File: src/core/mmd_pkg.sv
// Constants and types for the on-chip memory map and vector decode
package mmd_pkg;

  // Bus widths
  localparam int PROG_ADDR_W = 20;
  localparam int DATA_ADDR_W = 16;
  localparam int WORD_W = 16;

  // Mask ROM window in program page 0
  localparam int ROM_WORDS = 4096;
  localparam int ROM_OFF_W = 12;
  localparam logic [15:0] ROM_BASE = 16'hF000;
  localparam logic [15:0] ROM_BOOT_BASE = 16'hF800;
  localparam logic [15:0] ROM_MULAW_BASE = 16'hFC00;
  localparam logic [15:0] ROM_ALAW_BASE = 16'hFD00;
  localparam logic [15:0] ROM_SINE_BASE = 16'hFE00;
  localparam logic [15:0] ROM_TEST_BASE = 16'hFF00;
  localparam logic [15:0] ROM_VEC_BASE = 16'hFF80;
  localparam int ROM_TEST_WORDS = 128;

  // Dual-access RAM
  localparam int RAM_BLK_WORDS = 8192;
  localparam int RAM_OFF_W = 13;
  localparam int RAM_BLK_BIT = 13;
  localparam int RAM_ACCESS_PER_BLK = 2;
  localparam logic [15:0] RAM_DATA_LO = 16'h0060;
  localparam logic [15:0] RAM_DATA_HI = 16'h3FFF;
  localparam logic [15:0] RAM_OVL_HI = 16'h3FFF;

  // Vector table
  localparam logic [15:0] VEC_RESET_ADDR = 16'hFF80;
  localparam int VEC_NUM_W = 5;
  localparam int VEC_SPACING_SHIFT = 2;
  localparam int VEC_PAGE_WORDS = 128;

  // Processor mode register layout
  localparam int MODE_PTR_LSB = 7;
  localparam int MODE_PTR_W = 9;
  localparam int MODE_BOOT_BIT = 6;
  localparam int MODE_OVL_BIT = 5;
  localparam logic [MODE_PTR_W-1:0] MODE_PTR_RST = 9'h1FF;
  localparam logic MODE_OVL_RST = 1'b0;

  // Cycles after reset release before the boot pin is trusted
  localparam logic [1:0] BOOT_SETTLE_CYC = 2'h2;

  typedef enum logic [2:0] {
    RG_NONE, RG_RSVD, RG_BOOT, RG_MULAW, RG_ALAW, RG_SINE, RG_TEST, RG_VEC
  } mmd_region_t;

  typedef enum logic [2:0] {
    TG_NONE, TG_MMR, TG_RAM, TG_ROM, TG_EXT
  } mmd_target_t;

endpackage : mmd_pkg

File: src/core/mmd_rom_if.sv
// Carrier between the top decode and the ROM region decoder
`timescale 1ns/1ns
`default_nettype none
interface mmd_rom_if;
  import mmd_pkg::*;
  logic en;
  logic [15:0] addr;
  logic hit;
  mmd_region_t region;
  logic [ROM_OFF_W-1:0] offset;
  modport dec (input en, input addr, output hit, output region,
    output offset);
  modport usr (output en, output addr, input hit, input region,
    input offset);
endinterface : mmd_rom_if
`default_nettype wire

File: src/core/mmd_decode.sv
// Memory map decode: ROM, dual-access RAM, overlay and vector table
// Function
// 4K x 16 mask ROM decoded in program space
// Boot pin low at reset: fetch ROM FF80h
// ROM split into reserved, boot, tables, vectors
// Users keep FF00h-FF7Fh free for factory test
// 16K RAM made of two 8K blocks
// Each block: two reads or read+write per cycle
// RAM decoded in data space 0060h-3FFFh
// Overlay bit maps RAM into program space too
// Overlay: lower 16K of every page is RAM
// Taken event loads PC with vector address
// Vectors spaced four words apart
// After reset, vectors sit at FF80h
// Pointer write relocates table to 128-word page
// Later vectors fetched from newly selected page
// Reset sets pointer to ones; reset at FF80h
// Vector address is pointer then number times four
`timescale 1ns/1ns
`default_nettype none
module mmd_decode
  import mmd_pkg::*;
(
  input wire logic mclk,
  input wire logic sys_rst,
  input wire logic clk_en,
  input wire logic boot_select_pin,
  input wire logic prog_req,
  input wire logic [PROG_ADDR_W-1:0] prog_addr,
  input wire logic data_a_req,
  input wire logic [DATA_ADDR_W-1:0] data_a_addr,
  input wire logic data_b_req,
  input wire logic data_b_wr,
  input wire logic [DATA_ADDR_W-1:0] data_b_addr,
  input wire logic mode_we,
  input wire logic [WORD_W-1:0] mode_wdata,
  input wire logic vec_take,
  input wire logic [VEC_NUM_W-1:0] vec_num,
  output mmd_target_t prog_target,
  output mmd_region_t prog_region,
  output logic [ROM_OFF_W-1:0] prog_rom_off,
  output logic prog_ram_blk,
  output logic [RAM_OFF_W-1:0] prog_ram_off,
  output mmd_target_t data_a_target,
  output logic data_a_ram_blk,
  output logic [RAM_OFF_W-1:0] data_a_ram_off,
  output mmd_target_t data_b_target,
  output logic data_b_ram_blk,
  output logic [RAM_OFF_W-1:0] data_b_ram_off,
  output logic data_b_ram_wr,
  output logic ram_conflict,
  output logic [WORD_W-1:0] mode_rdata,
  output logic boot_from_rom,
  output logic pc_load,
  output logic [WORD_W-1:0] pc_vector
);

  // All state of the decoder in one record
  typedef struct packed {
    logic pin_s1;
    logic pin_s2;
    logic [1:0] settle;
    logic boot_rom;
    logic [MODE_PTR_W-1:0] vptr;
    logic ovl;
    mmd_target_t p_tgt;
    mmd_region_t p_rgn;
    logic [ROM_OFF_W-1:0] p_rom_off;
    logic p_blk;
    logic [RAM_OFF_W-1:0] p_off;
    mmd_target_t a_tgt;
    logic a_blk;
    logic [RAM_OFF_W-1:0] a_off;
    mmd_target_t b_tgt;
    logic b_blk;
    logic [RAM_OFF_W-1:0] b_off;
    logic b_wr;
    logic conflict;
    logic pc_load;
    logic [WORD_W-1:0] pc_vec;
  } mmd_state_t;

  mmd_state_t st_reg;
  mmd_state_t st_next;
  mmd_rom_if rif ();

  logic [15:0] p_low;
  logic [3:0] p_page;
  logic p_ram_hit;
  logic a_ram_hit;
  logic b_ram_hit;
  logic [1:0] blk0_cnt;
  logic [1:0] blk1_cnt;

  ////////////////////////////////////////////////////////////////////////
  // Program address split into page and in-page word
  assign p_page = prog_addr[PROG_ADDR_W-1:16];
  assign p_low = prog_addr[15:0];

  // ROM answers only in page 0 and only when booted from ROM
  assign rif.en = prog_req && (p_page == 4'h0) && st_reg.boot_rom;
  assign rif.addr = p_low;

  mmd_rom_decode u_rom_decode (
    .rif (rif)
  );

  ////////////////////////////////////////////////////////////////////////
  // RAM hits on each bus
  // Overlay covers the low 16K of every page, page 0 included
  assign p_ram_hit = prog_req && st_reg.ovl && (p_low <= RAM_OVL_HI);
  assign a_ram_hit = data_a_req && (data_a_addr >= RAM_DATA_LO)
    && (data_a_addr <= RAM_DATA_HI);
  assign b_ram_hit = data_b_req && (data_b_addr >= RAM_DATA_LO)
    && (data_b_addr <= RAM_DATA_HI);

  // Accesses landing on each 8K block this cycle
  always_comb begin
    blk0_cnt = 2'h0;
    blk1_cnt = 2'h0;
    if (p_ram_hit) begin
      if (p_low[RAM_BLK_BIT]) blk1_cnt = blk1_cnt + 2'h1;
      else blk0_cnt = blk0_cnt + 2'h1;
    end
    if (a_ram_hit) begin
      if (data_a_addr[RAM_BLK_BIT]) blk1_cnt = blk1_cnt + 2'h1;
      else blk0_cnt = blk0_cnt + 2'h1;
    end
    if (b_ram_hit) begin
      if (data_b_addr[RAM_BLK_BIT]) blk1_cnt = blk1_cnt + 2'h1;
      else blk0_cnt = blk0_cnt + 2'h1;
    end
  end

  ////////////////////////////////////////////////////////////////////////
  // Next-state logic
  always_comb begin
    st_next = st_reg;
    // Boot pin comes from outside; two stages before use
    st_next.pin_s1 = boot_select_pin;
    st_next.pin_s2 = st_reg.pin_s1;
    st_next.pc_load = 1'b0;

    // Boot strap caught from the synchroniser two cycles after reset release
    if (st_reg.settle != BOOT_SETTLE_CYC) begin
      st_next.settle = st_reg.settle + 2'h1;
      if (st_reg.settle + 2'h1 == BOOT_SETTLE_CYC) begin
        st_next.boot_rom = ~st_reg.pin_s2;
        // Reset vector ignores the pointer and is always FF80h
        st_next.pc_load = 1'b1;
        st_next.pc_vec = VEC_RESET_ADDR;
      end
    end else if (vec_take) begin
      // Pointer on top, number scaled by four below it
      st_next.pc_load = 1'b1;
      st_next.pc_vec = {st_reg.vptr, vec_num,
        {VEC_SPACING_SHIFT{1'b0}}};
    end

    // Software update of the mode register fields
    if (mode_we) begin
      st_next.vptr = mode_wdata[MODE_PTR_LSB +: MODE_PTR_W];
      st_next.ovl = mode_wdata[MODE_OVL_BIT];
    end

    // Program bus: ROM beats overlay RAM beats external
    st_next.p_tgt = TG_NONE;
    st_next.p_rgn = RG_NONE;
    st_next.p_rom_off = '0;
    st_next.p_blk = 1'b0;
    st_next.p_off = '0;
    if (rif.hit) begin
      st_next.p_tgt = TG_ROM;
      st_next.p_rgn = rif.region;
      st_next.p_rom_off = rif.offset;
    end else if (p_ram_hit) begin
      st_next.p_tgt = TG_RAM;
      st_next.p_blk = p_low[RAM_BLK_BIT];
      st_next.p_off = p_low[RAM_OFF_W-1:0];
    end else if (prog_req) begin
      st_next.p_tgt = TG_EXT;
    end

    // Data bus A: read port
    st_next.a_tgt = TG_NONE;
    st_next.a_blk = 1'b0;
    st_next.a_off = '0;
    if (a_ram_hit) begin
      st_next.a_tgt = TG_RAM;
      st_next.a_blk = data_a_addr[RAM_BLK_BIT];
      st_next.a_off = data_a_addr[RAM_OFF_W-1:0];
    end else if (data_a_req && data_a_addr < RAM_DATA_LO) begin
      st_next.a_tgt = TG_MMR;
    end else if (data_a_req) begin
      st_next.a_tgt = TG_EXT;
    end

    // Data bus B: read or write port
    st_next.b_tgt = TG_NONE;
    st_next.b_blk = 1'b0;
    st_next.b_off = '0;
    st_next.b_wr = 1'b0;
    if (b_ram_hit) begin
      st_next.b_tgt = TG_RAM;
      st_next.b_blk = data_b_addr[RAM_BLK_BIT];
      st_next.b_off = data_b_addr[RAM_OFF_W-1:0];
      st_next.b_wr = data_b_wr;
    end else if (data_b_req && data_b_addr < RAM_DATA_LO) begin
      st_next.b_tgt = TG_MMR;
    end else if (data_b_req) begin
      st_next.b_tgt = TG_EXT;
    end

    // A block serves two accesses a cycle; a third must be retried
    st_next.conflict = (blk0_cnt > 2'(RAM_ACCESS_PER_BLK))
      || (blk1_cnt > 2'(RAM_ACCESS_PER_BLK));
  end

  ////////////////////////////////////////////////////////////////////////
  // State register; reset acts regardless of clock enable, which otherwise freezes everything
  always_ff @(posedge mclk) begin
    if (sys_rst) begin
      st_reg <= '0;
      // Strap keeps flowing through the synchroniser while reset is held
      st_reg.pin_s1 <= boot_select_pin;
      st_reg.pin_s2 <= st_reg.pin_s1;
      st_reg.vptr <= MODE_PTR_RST;
      st_reg.ovl <= MODE_OVL_RST;
      st_reg.boot_rom <= 1'b1;
      st_reg.p_tgt <= TG_NONE;
      st_reg.p_rgn <= RG_NONE;
      st_reg.a_tgt <= TG_NONE;
      st_reg.b_tgt <= TG_NONE;
    end else if (clk_en) begin
      st_reg <= st_next;
    end
  end

  ////////////////////////////////////////////////////////////////////////
  // Outputs straight from the state record
  assign prog_target = st_reg.p_tgt;
  assign prog_region = st_reg.p_rgn;
  assign prog_rom_off = st_reg.p_rom_off;
  assign prog_ram_blk = st_reg.p_blk;
  assign prog_ram_off = st_reg.p_off;
  assign data_a_target = st_reg.a_tgt;
  assign data_a_ram_blk = st_reg.a_blk;
  assign data_a_ram_off = st_reg.a_off;
  assign data_b_target = st_reg.b_tgt;
  assign data_b_ram_blk = st_reg.b_blk;
  assign data_b_ram_off = st_reg.b_off;
  assign data_b_ram_wr = st_reg.b_wr;
  assign ram_conflict = st_reg.conflict;
  assign boot_from_rom = st_reg.boot_rom;
  assign pc_load = st_reg.pc_load;
  assign pc_vector = st_reg.pc_vec;

  // Mode register read-back; unused bits read zero
  always_comb begin
    mode_rdata = '0;
    mode_rdata[MODE_PTR_LSB +: MODE_PTR_W] = st_reg.vptr;
    mode_rdata[MODE_BOOT_BIT] = ~st_reg.boot_rom;
    mode_rdata[MODE_OVL_BIT] = st_reg.ovl;
  end

endmodule : mmd_decode
`default_nettype wire

File: src/core/mmd_rom_decode.sv
// ROM region decoder: splits the 4K-word ROM window into its regions
`timescale 1ns/1ns
`default_nettype none
module mmd_rom_decode
  import mmd_pkg::*;
(
  mmd_rom_if.dec rif
);

  ////////////////////////////////////////////////////////////////////////
  // Region lookup, checked from the top of the window downward
  always_comb begin
    rif.hit = 1'b0;
    rif.region = RG_NONE;
    rif.offset = rif.addr[ROM_OFF_W-1:0];
    if (rif.en && rif.addr >= ROM_BASE) begin
      rif.hit = 1'b1;
      if (rif.addr >= ROM_VEC_BASE) begin
        rif.region = RG_VEC;
      end else if (rif.addr >= ROM_TEST_BASE) begin
        rif.region = RG_TEST;
      end else if (rif.addr >= ROM_SINE_BASE) begin
        rif.region = RG_SINE;
      end else if (rif.addr >= ROM_ALAW_BASE) begin
        rif.region = RG_ALAW;
      end else if (rif.addr >= ROM_MULAW_BASE) begin
        rif.region = RG_MULAW;
      end else if (rif.addr >= ROM_BOOT_BASE) begin
        rif.region = RG_BOOT;
      end else begin
        rif.region = RG_RSVD;
      end
    end
  end

endmodule : mmd_rom_decode
`default_nettype wire

File: config.mk
export PLATFORM = sky130hd
export DESIGN_NAME = mmd_decode
export DESIGN_NICKNAME = d
export VERILOG_FILES = /design/src/core/mmd_pkg.sv /design/src/core/mmd_rom_if.sv /design/src/core/mmd_decode.sv /design/src/core/mmd_rom_decode.sv
export SDC_FILE = /design/constraint.sdc
export NUM_CORES = 1
export LEC_CHECK = 0
export BUFFER_PORTS_ARGS = -buffer_cell sky130_fd_sc_hd__buf_2
export CAP_MARGIN = 30
export CELL_PAD_IN_SITES_DETAIL_PLACEMENT = 1
export CELL_PAD_IN_SITES_GLOBAL_PLACEMENT = 2
export CORE_UTILIZATION = 30
export DETAILED_ROUTE_END_ITERATION = 10
export MAX_ROUTING_LAYER = met4
export PLACE_DENSITY = 0.95
export SLEW_MARGIN = 30
export SYNTH_ARGS = -nofsm -noshare
export SYNTH_HDL_FRONTEND = slang
export SYNTH_SLANG_ARGS = --single-unit
File: constraint.sdc
create_clock -name mclk -period 2.4 [get_ports mclk]
set_input_delay 0.48 -clock mclk [delete_from_list [all_inputs] [get_ports mclk]]
set_output_delay 0.48 -clock mclk [all_outputs]
set_load 0.05 [all_outputs]
* After elaboration in Yosys (flattened, before gate mapping) *
Index checks and enable logic that the tools add are counted.

operators by class
  bitwise operators = 2
  reduce and logical (&&, ||, !) cells = 19
  $lt $le $gt $ge = 16
  muxes and demuxes = 42
  equal/unequal tests = 3
  $add $sub $neg = 5

operators by type and width
  kind                  count
  $mux 100              2
  $ge 16x16->1 const B  7
  $mux 17               3
  $le 16x14->1 const B  3
  $mux 3                16
  $mux 14               3
  $ge 16x7->1 const B   2
  $lt 16x7->1 const B   2
  $mux 15               2
  $mux 2                9
  $logic_and 1x1->1     11
  $add 2x1->2 const B   5
  $mux 10               1
  $mux 1                6
  $reduce_and 3->1      2
  $gt 2x2->1 const B    2
  $logic_not 4->1       1
  $reduce_and 2->1      2
  $reduce_bool 2->1     2
  $eq 2x2->1 const B    1
  $ne 2x1->1 const B    1
  $ne 2x2->1 const B    1
  $not 1->1             2
  $logic_or 1x1->1      1

storage, ports and cells
  register bits after elaboration = 100
  input port bits = 83
  output and inout bits = 102
  word-level logic and storage cells = 108

* Logic depth before layout (Yosys ltp) *
Gate-level depths: netlist of run 1.

  word-level depth = 13
  mapped depth = 7
  gate-level depth less buffers = 7

* Modules after synthesis *
A second synthesis of run 1 with hierarchy kept.

unflattened totals
  cells, all modules = 434
  area total of the unflattened synthesis = 4276.6 µm²

by module, submodules not included
  module          cells each  area each (µm²)  instances  sequential area each (µm²)
  mmd_decode      412         4120.2           1          1981.9
  mmd_rom_decode  22          156.4            1          0.0

* Least setup slack after synthesis of run 1 *
No wires, ideal clock.

  kind = reg-to-reg
  start = register st_reg (netlist bit boot_from_rom)
  end = register st_reg (netlist bit prog_region[0])
  data required time = 2.341 ns
  buffers on the path = 1
  arrival = 1.642 ns
  clock period less this slack = 1.701 ns
  setup time = 0.059 ns
  stages on the path, launching flop included = 6
  path slack = 0.699 ns
  path through = dfxtp_1 > nor4b_1 > nand4b_1 > nor2_2 > buf_2 > a22o_1

between the ends
  longest elaborated chain between the ends = 4
  elaborated cells on any way between the ends = 5
  those cells by class = mux: 3; reduce/logical: 2

ends and longest elaborated chain
  element                                  line                  RTL
  start, declared                          mmd_decode.sv:83      mmd_state_t st_reg;
  start signal, assigned                   mmd_decode.sv:235     st_reg <= st_next;
  $logic_and 1x1->1 *                      mmd_decode.sv:101     assign rif.en = prog_req && (p_page == 4'h0) && st_reg.boot_rom;
  $logic_and 1x1->1 *                      mmd_rom_decode.sv:16  if (rif.en && rif.addr >= ROM_BASE) begin
  $mux 3 / $mux 1 (equally long branches)  mmd_rom_decode.sv:16
  $mux 15 *                                mmd_decode.sv:172     if (rif.hit) begin

Every way passes the cells marked *; elsewhere a longest branch is shown, timed or not.
A chain may end at the register's enable or synchronous reset.

* Final worst setup path of run 1 *
  start = register st_reg (netlist bit boot_from_rom)
  end = register st_reg (netlist bit prog_region[1])

Same word-level chain as after synthesis.

==> results of run 1 <==
-- cell usage after synthesis, types with 3 or more instances --
master | instances | area [µm²]
a22o_2 | 6 | 60.1
nand2b_1 | 4 | 25.0
clkbuf_1 | 7 | 26.3
ha_1 | 4 | 50.1
a211o_1 | 10 | 87.6
dfxtp_1 | 96 | 1920
o211ai_1 | 3 | 22.5
buf_6 | 3 | 33.8
nor3_1 | 10 | 50.1
nand3_1 | 6 | 30.0
a22o_1 | 49 | 429
a21oi_1 | 5 | 25.0
and2_1 | 4 | 25.0
nand2_1 | 11 | 41.3
inv_1 | 7 | 26.3
a22oi_1 | 5 | 37.5
xor2_1 | 3 | 26.3
o21ai_0 | 3 | 15.0
and3_1 | 10 | 62.6
buf_2 | 9 | 45.0
nor2_1 | 33 | 124
buf_4 | 94 | 706
a21o_1 | 3 | 22.5
-- placed cells by master (no fill, tap or decap), types with 6 or more instances in the layout --
master       n
dfxtp_1     96
nor3_1      10
a22o_1      49
nand3_1      6
a22o_2       6
nor2_1      32
inv_1        7
buf_2      171
a211o_1     10
conb_1       7
buf_4        7
clkbuf_16   10
and3_1      10
nand2_1     11
-- metal layers --
| metal | global-route usage (%) | vias up |
|---|---|---|
| met5 | - | - |
| met4 | 5.94 | 0 |
| met3 | 4.29 | 15 |
| met2 | 25.4 | 113 |
| met1 | 17.0 | 1526 |
| li1 | - | 1522 |
-- cells by family (layout without fill, tap and decap cells) --
family	after synthesis	in the layout	share of synthesized area [%]
muxes	1	1	0.267
xor gates and xnor gates	4	4	0.830
and+or+nand+nor	95	95	12.6
buffers and inverters	120	200	19.8
adders and majority gates	4	4	1.19
AOI/OAI and AO/OA	92	92	18.3
other	1	7	0.0888
DFF	98	98	46.9
-- stage by stage --
stage | hold WS, ps | worst slack, ps | power (mW) | area [µm²] | utilization (%)
after floorplan | 426 | 699 | 2.15 | 4240 | -
after global placement | 430 | 315 | 2.23 | 4570 | 33.8
after detailed placement | 444 | 352 | 2.25 | 4570 | 33.8
after CTS | 333 | 582 | 3.66 | 4860 | 36.0
after global routing | 344 | 466 | 3.75 | 4860 | 36.0
final | 348 | 611 | 3.60 | 4860 | 36.0
-- worst register-to-register path, delay by kind of cell, from the launching register on --
| kind | cells | cell delay (ps) |
|---|---|---|
| compound gates | 1 | 200 |
| flops | 1 | 380 |
| buf+inv | 2 | 420 |
| simple gates | 3 | 730 |
-- power by group through the flow --
stage / clock (mW) / combinational [mW] / sequential, mW
after global placement: 0 / 0.481 / 1.75
after detailed placement: 0 / 0.496 / 1.76
after CTS: 1.44 / 0.498 / 1.72
after global routing: 1.50 / 0.529 / 1.72
final: 1.39 / 0.492 / 1.72
after floorplan: 0 / 0.386 / 1.76
-- worst max path at each step --
stage	startpoint	depth (start not counted)	endpoint	slack, ps
3_3_place_gp	prog_addr[17]	7	prog_region[2]	320
5_1_grt	boot_from_rom	6	prog_region[1]	470
2_1_floorplan	boot_from_rom	5	prog_region[0]	700
4_1_cts	boot_from_rom	6	prog_region[2]	580
6_report	boot_from_rom	6	prog_region[1]	610
3_5_place_dp	prog_addr[17]	7	prog_region[2]	350
-- layout make-up --
cell class | count | share of cell area (%)
Multi-Input combinational cell | 203 | 29.5
Clock buffer | 12 | 5.51
Tap cell | 176 | 4.53
Timing Repair Buffer | 178 | 18.7
Clock inverter | 3 | 0.463
Inverter | 7 | 0.541
Sequential cell | 98 | 40.8
==> results.sh, run 1 <==
export IMPL_yosysSeqAreaShare_pct=46.9
export IMPL_max_freq_mhz=559
export IMPL_cp_common_cell="buf_4"
export IMPL_ant_nets=0
export IMPL_relSlewSlack_pct=57.9
export IMPL_holdBufCountCts=0
export IMPL_io_buffers=171
export IMPL_r2r_end="prog_region[1]"
export IMPL_regArea_um2=1980
export IMPL_slew_viol_final=0
export IMPL_layout_min_cycle_time_ps=1790
export IMPL_outcome="completed"
export IMPL_post_synth_num_cell_types=47
export IMPL_antenna_found_initial=0
export IMPL_cp_data_required_time_ps=2680
export IMPL_n_fill_cell=1584
export IMPL_clk_path_buf_depth=2
export IMPL_synth_edf_count=2
export IMPL_switching_share_pct=27.2
export IMPL_fin_cells=677
export IMPL_drt_met1_wl_um=4510
export IMPL_skew_ps=5.08
export IMPL_dieHeight_um=121
export IMPL_hp_class="input port to flop"
export IMPL_io_pin_count=185
export IMPL_grt_pass1_wl_um=16600
export IMPL_largest_reg_flops=14
export IMPL_synthesis_area_um2=4220
export IMPL_worstSetupStartpointType="flop"
export IMPL_die_area_um2=14600
export IMPL_worstPathCellList="nor4b_1 > buf_4 > nand4b_1 > nor2_2 > buf_4 > a32o_1"
export IMPL_cts_sinks=98
export IMPL_clock_power_share_pct=38.6
export IMPL_seq_power_share_pct=47.7
export IMPL_ys_flop_type="dfxtp_1"
export IMPL_arrival_ps=2070
export IMPL_gp_congestion=0.786
export IMPL_clkTransAtPathRegs_ps=60
export IMPL_fin_crit_sh_pct=74.5
export IMPL_clock_latency_ps=340
export IMPL_vias_per_cell=4.69
export IMPL_grt_pass1_vias=3260
export IMPL_async_reset_ff_share_pct=0
export IMPL_clock_root_buffer="clkbuf_16"
export IMPL_min_to="data_b_ram_wr"
export IMPL_grt_usage_pct=15.1
export IMPL_routed_wl_met2_um=5160
export IMPL_syn2layout_area_growth_pct=15.1
export IMPL_wl_met3_um=628
export IMPL_power_density_nw_per_um2=741
export IMPL_nets=584
export IMPL_drt_pre_antenna_iters=4
export IMPL_synth_warnings=0
export IMPL_max_cap_viol_count=0
export IMPL_chipWidth_um=121
export IMPL_cts_tree="done"
export IMPL_slowest_delay_ps=430
export IMPL_cts_buffers=9
export IMPL_crit_family="simple AND/OR/NAND/NOR gates"
export IMPL_reg2reg_depth=6
export IMPL_worst_pin_slew_ps=629
export IMPL_drive_gt1_share_pct=41.5
export IMPL_ff2ff_setup_slack_ps=610
export IMPL_setup_violations=0
export IMPL_crit_buf_inv=2
export IMPL_drcViolationCount=0
export IMPL_hold_viol=0
export IMPL_totalWireLength_um=10500
export IMPL_netlist_instances=415
export IMPL_num_vias=3176
export IMPL_path_class="flop to flop"
export IMPL_holdPathStages=2
export IMPL_rsz0062_at_grt="false"
export IMPL_power_leakage_nw=2.33
export IMPL_grt_overflow_total=0
export IMPL_vdd_drop_max_v=0.000280
export IMPL_end_kind="flop"
export IMPL_rows=42
export IMPL_post_cts_buffers=0
export IMPL_drt_iter0_markers=78
export IMPL_core_um2=13500
export IMPL_drt_wirelength_per_cell_um=15.5
export IMPL_h_tree_depth=3
export IMPL_crit_fanout=16
export IMPL_antenna_cells=0
export IMPL_p_comb_share_pct=13.7
export IMPL_min_from="data_b_wr"
export IMPL_r2r_start="boot_from_rom"
export IMPL_dp_hpwl_um=7990
export IMPL_multi_input_area_um2=1430
export IMPL_tns_ps=0
export IMPL_critPathSlowestCell="nor4b_1"
export IMPL_ctsResizeCount=0
export IMPL_start_util_pct=31.3
export IMPL_ys_ff_latch=98
export IMPL_highest_layer="met4"
export IMPL_dp_cells=662
export IMPL_p_int_mw=2.62
export IMPL_power_switching_mw=0.981
export IMPL_grt_max_degree=45
export IMPL_postSynthAreaPerCell_um2=10.2
(Power assumes the default switching activity.)
==> run 2: changes to the inputs <==
--- a/config.mk
+++ b/config.mk
@@ -9,10 +9,10 @@
 export CAP_MARGIN = 30
 export CELL_PAD_IN_SITES_DETAIL_PLACEMENT = 1
 export CELL_PAD_IN_SITES_GLOBAL_PLACEMENT = 2
-export CORE_UTILIZATION = 30
+export CORE_UTILIZATION = 25
 export DETAILED_ROUTE_END_ITERATION = 10
 export MAX_ROUTING_LAYER = met4
-export PLACE_DENSITY = 0.95
+export PLACE_DENSITY = 0.86
 export SLEW_MARGIN = 30
 export SYNTH_ARGS = -nofsm -noshare
 export SYNTH_HDL_FRONTEND = slang
==> constraint.sdc (replaced) <==
create_clock -name mclk -period 1.5 [get_ports mclk]
set_input_delay 0.3 -clock mclk [delete_from_list [all_inputs] [get_ports mclk]]
set_output_delay 0.3 -clock mclk [all_outputs]
set_load 0.05 [all_outputs]
==> run 2 against run 1 <==
Utilization down 4.7 points. Non-clock buffer count rose by 17. Critical path type unchanged. Die area increased by 20%. Clock-buffer cell count did not move. Critical endpoint unchanged. First-iteration DRC count decreased by 19%. Clock power increased by 54%. Via count grew 3.0%. Register-to-register slack worse by 560 ps. Largest power group unchanged. Global-route usage is 1.4 points lower. Sequential cell count unchanged.
==> results.sh, run 2 (synthesis results as in run 1) <==
export IMPL_cts_buffers=9
export IMPL_vias_per_cell=4.42
export IMPL_placed_cell_area_um2=4800
export IMPL_ant_nets=0
export IMPL_drive_gt1_share_pct=46.8
export IMPL_grt_max_degree=62
export IMPL_syn2layout_area_growth_pct=22.3
export IMPL_switching_share_pct=28.0
export IMPL_skew_ps=4.11
export IMPL_grt_usage_pct=13.7
export IMPL_worstPathCellList="nor4b_4 > buf_4 > nand4b_1 > nor2_2 > buf_12 > a32o_1"
export IMPL_setup_violations=0
export IMPL_hp_class="input port to flop"
export IMPL_power_density_nw_per_um2=1120
export IMPL_start_util_pct=25.5
export IMPL_tns_ps=0
export IMPL_core_um2=16500
export IMPL_relSlewSlack_pct=52.3
export IMPL_grt_pass1_wl_um=18400
export IMPL_grt_overflow_total=0
export IMPL_cp_data_required_time_ps=1780
export IMPL_clkTransAtPathRegs_ps=60
export IMPL_die_area_um2=17400
export IMPL_p_int_mw=4.18
export IMPL_final_common_cell="buf_2"
export IMPL_nets=601
export IMPL_totalWireLength_um=11300
export IMPL_cts_tree="done"
export IMPL_grt_pass1_vias=3514
export IMPL_layout_min_cycle_time_ps=1450
export IMPL_dieHeight_um=132
export IMPL_clk_path_buf_depth=2
export IMPL_holdBufCountCts=0
export IMPL_routed_wl_met2_um=5570
export IMPL_drt_met1_wl_um=4900
export IMPL_worstSetupStartpointType="flop"
export IMPL_arrival_ps=1730
export IMPL_seq_power_share_pct=47.5
export IMPL_crit_family="simple AND/OR/NAND/NOR gates"
export IMPL_critPathSlowestCell="dfxtp_4"
export IMPL_io_buffers=171
export IMPL_drcViolationCount=0
export IMPL_largest_reg_flops=14
export IMPL_worst_pin_slew_ps=713
export IMPL_crit_buf_inv=2
export IMPL_clock_root_buffer="clkbuf_16"
export IMPL_vdd_drop_max_v=0.000476
export IMPL_final_cell_mix="171 x buf_2, 93 x dfxtp_1, 49 x a22o_1, 26 x nor2_1, 20 x buf_4"
export IMPL_antenna_cells=0
export IMPL_clock_power_share_pct=37.0
export IMPL_gp_congestion=0.784
export IMPL_highest_layer="met4"
export IMPL_rows=47
export IMPL_crit_fanout=16
export IMPL_chipWidth_um=132
export IMPL_antenna_found_initial=0
export IMPL_h_tree_depth=3
export IMPL_fin_crit_sh_pct=96.4
export IMPL_path_class="flop to flop"
export IMPL_slew_viol_final=0
export IMPL_max_cap_viol_count=0
export IMPL_max_freq_mhz=692
export IMPL_dp_hpwl_um=8490
export IMPL_slowest_delay_ps=350
export IMPL_num_vias=3270
export IMPL_drt_wirelength_per_cell_um=15.2
export IMPL_drt_pre_antenna_iters=4
export IMPL_cts_sinks=98
export IMPL_hold_viol=0
export IMPL_io_pin_count=185
export IMPL_power_leakage_nw=2.45
export IMPL_wl_met3_um=588
export IMPL_end_kind="flop"
export IMPL_rsz0062_at_grt="true"
export IMPL_power_switching_mw=1.62
export IMPL_drt_iter0_markers=63
export IMPL_clock_latency_ps=340
export IMPL_post_route_util_pct=31.2
export IMPL_outcome="completed"
export IMPL_fin_area_um2=5160
export IMPL_p_comb_share_pct=15.5
## run 2: through the flow
step / hold slack, ps / std cells / worst slack (ps) / total power [mW]
floorplan: 426 / 421 / 7.73 / 3.43
global placement: 431 / 722 / -417 / 3.64
CTS: 150 / 738 / 3.54 / 5.88
detailed placement: 439 / 722 / -418 / 3.67
finish: 172 / 739 / 54.1 / 5.80
global route: 159 / 739 / -63.0 / 6.10
## run 2: worst paths after layout
check / startpoint / end / slack [ps] / cells after the start
setup reg to reg: boot_from_rom / prog_region[1] / 50 / 6
hold / removal: data_b_addr[3] / data_b_ram_off[3] / 170 / 2
setup / recovery: boot_from_rom / prog_region[1] / 50 / 6
hold reg to reg: data_b_target[1] / data_b_target[1] / 450 / 1
## run 2: cell type report
class                      count  area (µm²)
inverter                       7        26.3
clock buffer                  12         246
sequential                    98        1990
fill                        1944       11400
tap                          220         275
timing repair buffer         195        1090
multi-input combinational    203        1510
clock inverter                 4        26.3
## run 2: timing repair
| item | in CTS | in global routing |
|---|---|---|
| endpoints found under the hold margin | 0 | 0 |
| pin swaps | 0 | 4 |
| setup buffers | 0 | 1 |
| setup endpoints to repair | 32 | 38 |
| resized for setup | 7 | 15 |
## run 2: worst reg2reg max path: stages, from the launching register on
cell and delay (ps):
dfxtp_4 350, nor4b_4 260, buf_4 170, nand4b_1 140, nor2_2 160, buf_12 160
a32o_1 160
## run 2: power by group through the flow
stage | Sequential, mW | Combinational [mW] | Clock [mW]
finish | 2.75 | 0.900 | 2.14
global route | 2.76 | 0.964 | 2.37
CTS | 2.75 | 0.873 | 2.25
detailed placement | 2.81 | 0.858 | 0
global placement | 2.80 | 0.835 | 0
floorplan | 2.81 | 0.618 | 0
## run 2: metal layers
layer,vias to the layer above,track usage (%)
met5,-,-
met4,0,5.88
met3,12,3.15
met2,116,23.0
met1,1581,15.6
li1,1561,-
==> run 3: changes to the inputs <==
--- a/config.mk
+++ b/config.mk
@@ -11,8 +11,8 @@
 export CELL_PAD_IN_SITES_GLOBAL_PLACEMENT = 2
 export CORE_UTILIZATION = 25
 export DETAILED_ROUTE_END_ITERATION = 10
-export MAX_ROUTING_LAYER = met4
 export PLACE_DENSITY = 0.86
+export REMOVE_ABC_BUFFERS = 1
 export SLEW_MARGIN = 30
 export SYNTH_ARGS = -nofsm -noshare
 export SYNTH_HDL_FRONTEND = slang
==> run 3 against run 2 <==
Final cell count unchanged. Clock power grew 15%. Setup slack gained 24 ps. Clock skew rose by 1.2 ps. Clock-buffer cell count shrank 2. Register-to-register slack improved by 20 ps. Sequential cell count stayed put. Fmax increased by 1.7%. Worst hold slack got worse by 7.7 ps. First-iteration DRC count increased by 14%. Die area stayed put. Global-route usage is 0.55 points lower. Largest cell class unchanged. Largest power group unchanged.
==> results.sh, run 3 (synthesis results as in run 1) <==
export IMPL_outcome="completed"
export IMPL_final_cell_mix="171 x buf_2, 94 x dfxtp_1, 49 x a22o_1, 29 x nor2_1, 21 x buf_4"
export IMPL_grt_usage_pct=13.2
export IMPL_max_cap_viol_count=0
export IMPL_drcViolationCount=0
export IMPL_power_density_nw_per_um2=1180
export IMPL_p_comb_share_pct=14.2
export IMPL_gp_congestion=0.762
export IMPL_rows=47
export IMPL_regArea_um2=1990
export IMPL_rsz0062_at_grt="false"
export IMPL_seq_power_share_pct=45.3
export IMPL_drt_iter0_markers=72
export IMPL_dp_hpwl_um=8770
export IMPL_dieHeight_um=132
export IMPL_ant_nets=0
export IMPL_arrival_ps=1630
export IMPL_cp_data_required_time_ps=1710
export IMPL_clock_power_share_pct=40.4
export IMPL_num_vias=3256
export IMPL_antenna_cells=0
export IMPL_vdd_drop_max_v=0.000467
export IMPL_cts_tree="done"
export IMPL_skew_ps=5.31
export IMPL_post_place_ws_ps=-230
export IMPL_drt_wirelength_per_cell_um=15.2
export IMPL_antenna_found_initial=0
export IMPL_whs_ps=164
export IMPL_power_switching_mw=1.62
export IMPL_path_class="flop to flop"
export IMPL_fin_cells=739
export IMPL_grt_overflow_total=0
export IMPL_grt_max_degree=34
export IMPL_hold_viol=0
export IMPL_critPathSlowestCell="dfxtp_2"
export IMPL_worstPathCellList="inv_2 > ha_4 > mux2_4 > and2_4 > buf_12 > nor2_1 > nor3_1"
export IMPL_worst_pin_slew_ps=641
export IMPL_core_um2=16500
export IMPL_chipWidth_um=132
export IMPL_clock_root_buffer="clkbuf_16"
export IMPL_multi_input_area_um2=1470
export IMPL_setup_violations=0
export IMPL_drive_gt1_share_pct=45.7
export IMPL_largest_reg_flops=14
export IMPL_grt_pass1_vias=3441
export IMPL_crit_family="flip-flops"
export IMPL_max_freq_mhz=703
export IMPL_p_int_mw=4.45
export IMPL_clock_latency_ps=340
export IMPL_layout_min_cycle_time_ps=1420
export IMPL_relSlewSlack_pct=57.1
export IMPL_slowest_delay_ps=350
export IMPL_n_fill_cell=1926
export IMPL_crit_buf_inv=2
export IMPL_final_common_cell="buf_2"
export IMPL_slew_viol_final=0
export IMPL_fin_ws_ps=78.0
export IMPL_cts_sinks=98
export IMPL_grt_pass1_wl_um=18000
export IMPL_io_pin_count=185
export IMPL_clk_path_buf_depth=2
export IMPL_fin_crit_sh_pct=94.8
export IMPL_nets=601
export IMPL_h_tree_depth=3
export IMPL_total_power_mw=6.07
export IMPL_cts_buffers=9
export IMPL_power_leakage_nw=2.45
export IMPL_dp_cells=723
export IMPL_switching_share_pct=26.7
export IMPL_syn2layout_area_growth_pct=22.1
export IMPL_io_buffers=171
export IMPL_totalWireLength_um=11200
export IMPL_start_util_pct=25.5
export IMPL_crit_fanout=9
export IMPL_end_kind="flop"
export IMPL_clkTransAtPathRegs_ps=70
export IMPL_die_area_um2=17400
export IMPL_worstSetupStartpointType="flop"
export IMPL_vias_per_cell=4.41
export IMPL_post_route_util_pct=31.2
export IMPL_drt_pre_antenna_iters=4
export IMPL_hp_class="input port to flop"
==> run 3: final timing paths <==
kind / from / endpoint / slack [ps] / cells past startpoint
hold / removal: data_b_addr[2] / data_b_ram_off[2] / 160 / 2
setup / recovery: st_reg[96] / pc_vector[10] / 80 / 7
setup reg to reg: st_reg[96] / pc_vector[10] / 80 / 7
hold reg to reg: data_a_target[1] / data_a_target[1] / 450 / 1
==> run 3: cell type report <==
cell class	count	area share (%)
Clock buffer	10	4.44
Clock inverter	6	1.75
Inverter	7	0.510
Multi-Input combinational cell	203	28.6
Sequential cell	98	38.6
Tap cell	220	5.34
Timing Repair Buffer	195	20.8
==> run 3: stage by stage <==
| stage | cell area [µm²] | setup TNS (ps) |
|---|---|---|
| 2_1_floorplan | 3430 | -81760 |
| 3_3_place_gp | 4790 | -2410 |
| 3_5_place_dp | 4790 | -4440 |
| 4_1_cts | 5120 | 0 |
| 5_1_grt | 5150 | 0 |
| 6_report | 5150 | 0 |
==> run 3: power groups by stage <==
stage	clock, mW	sequential [mW]	combinational, mW
2_1_floorplan	0	3.05	0.242
3_3_place_gp	0	2.80	0.823
3_5_place_dp	0	2.81	0.852
4_1_cts	2.55	2.75	0.864
5_1_grt	2.67	2.76	0.930
6_report	2.46	2.75	0.863
==> run 3: metal layers <==
layer / share of wire, % / global-route usage, % / up-vias
li1: - / - / 1562
met1: 42 / 14.6 / 1581
met2: 52 / 24.2 / 95
met3: 4.1 / 2.38 / 18
met4: 2.5 / 6.20 / 0
met5: 0 / 0 / -
==> run 3: timing repair <==
action / in CTS / in global routing
setup endpoints to repair: 9 / 24
setup buffers: 0 / 0
endpoints found under the hold margin: 0 / 0
resized for setup: 5 / 9
hold buffers: 0 / 0
pin swaps: 0 / 2
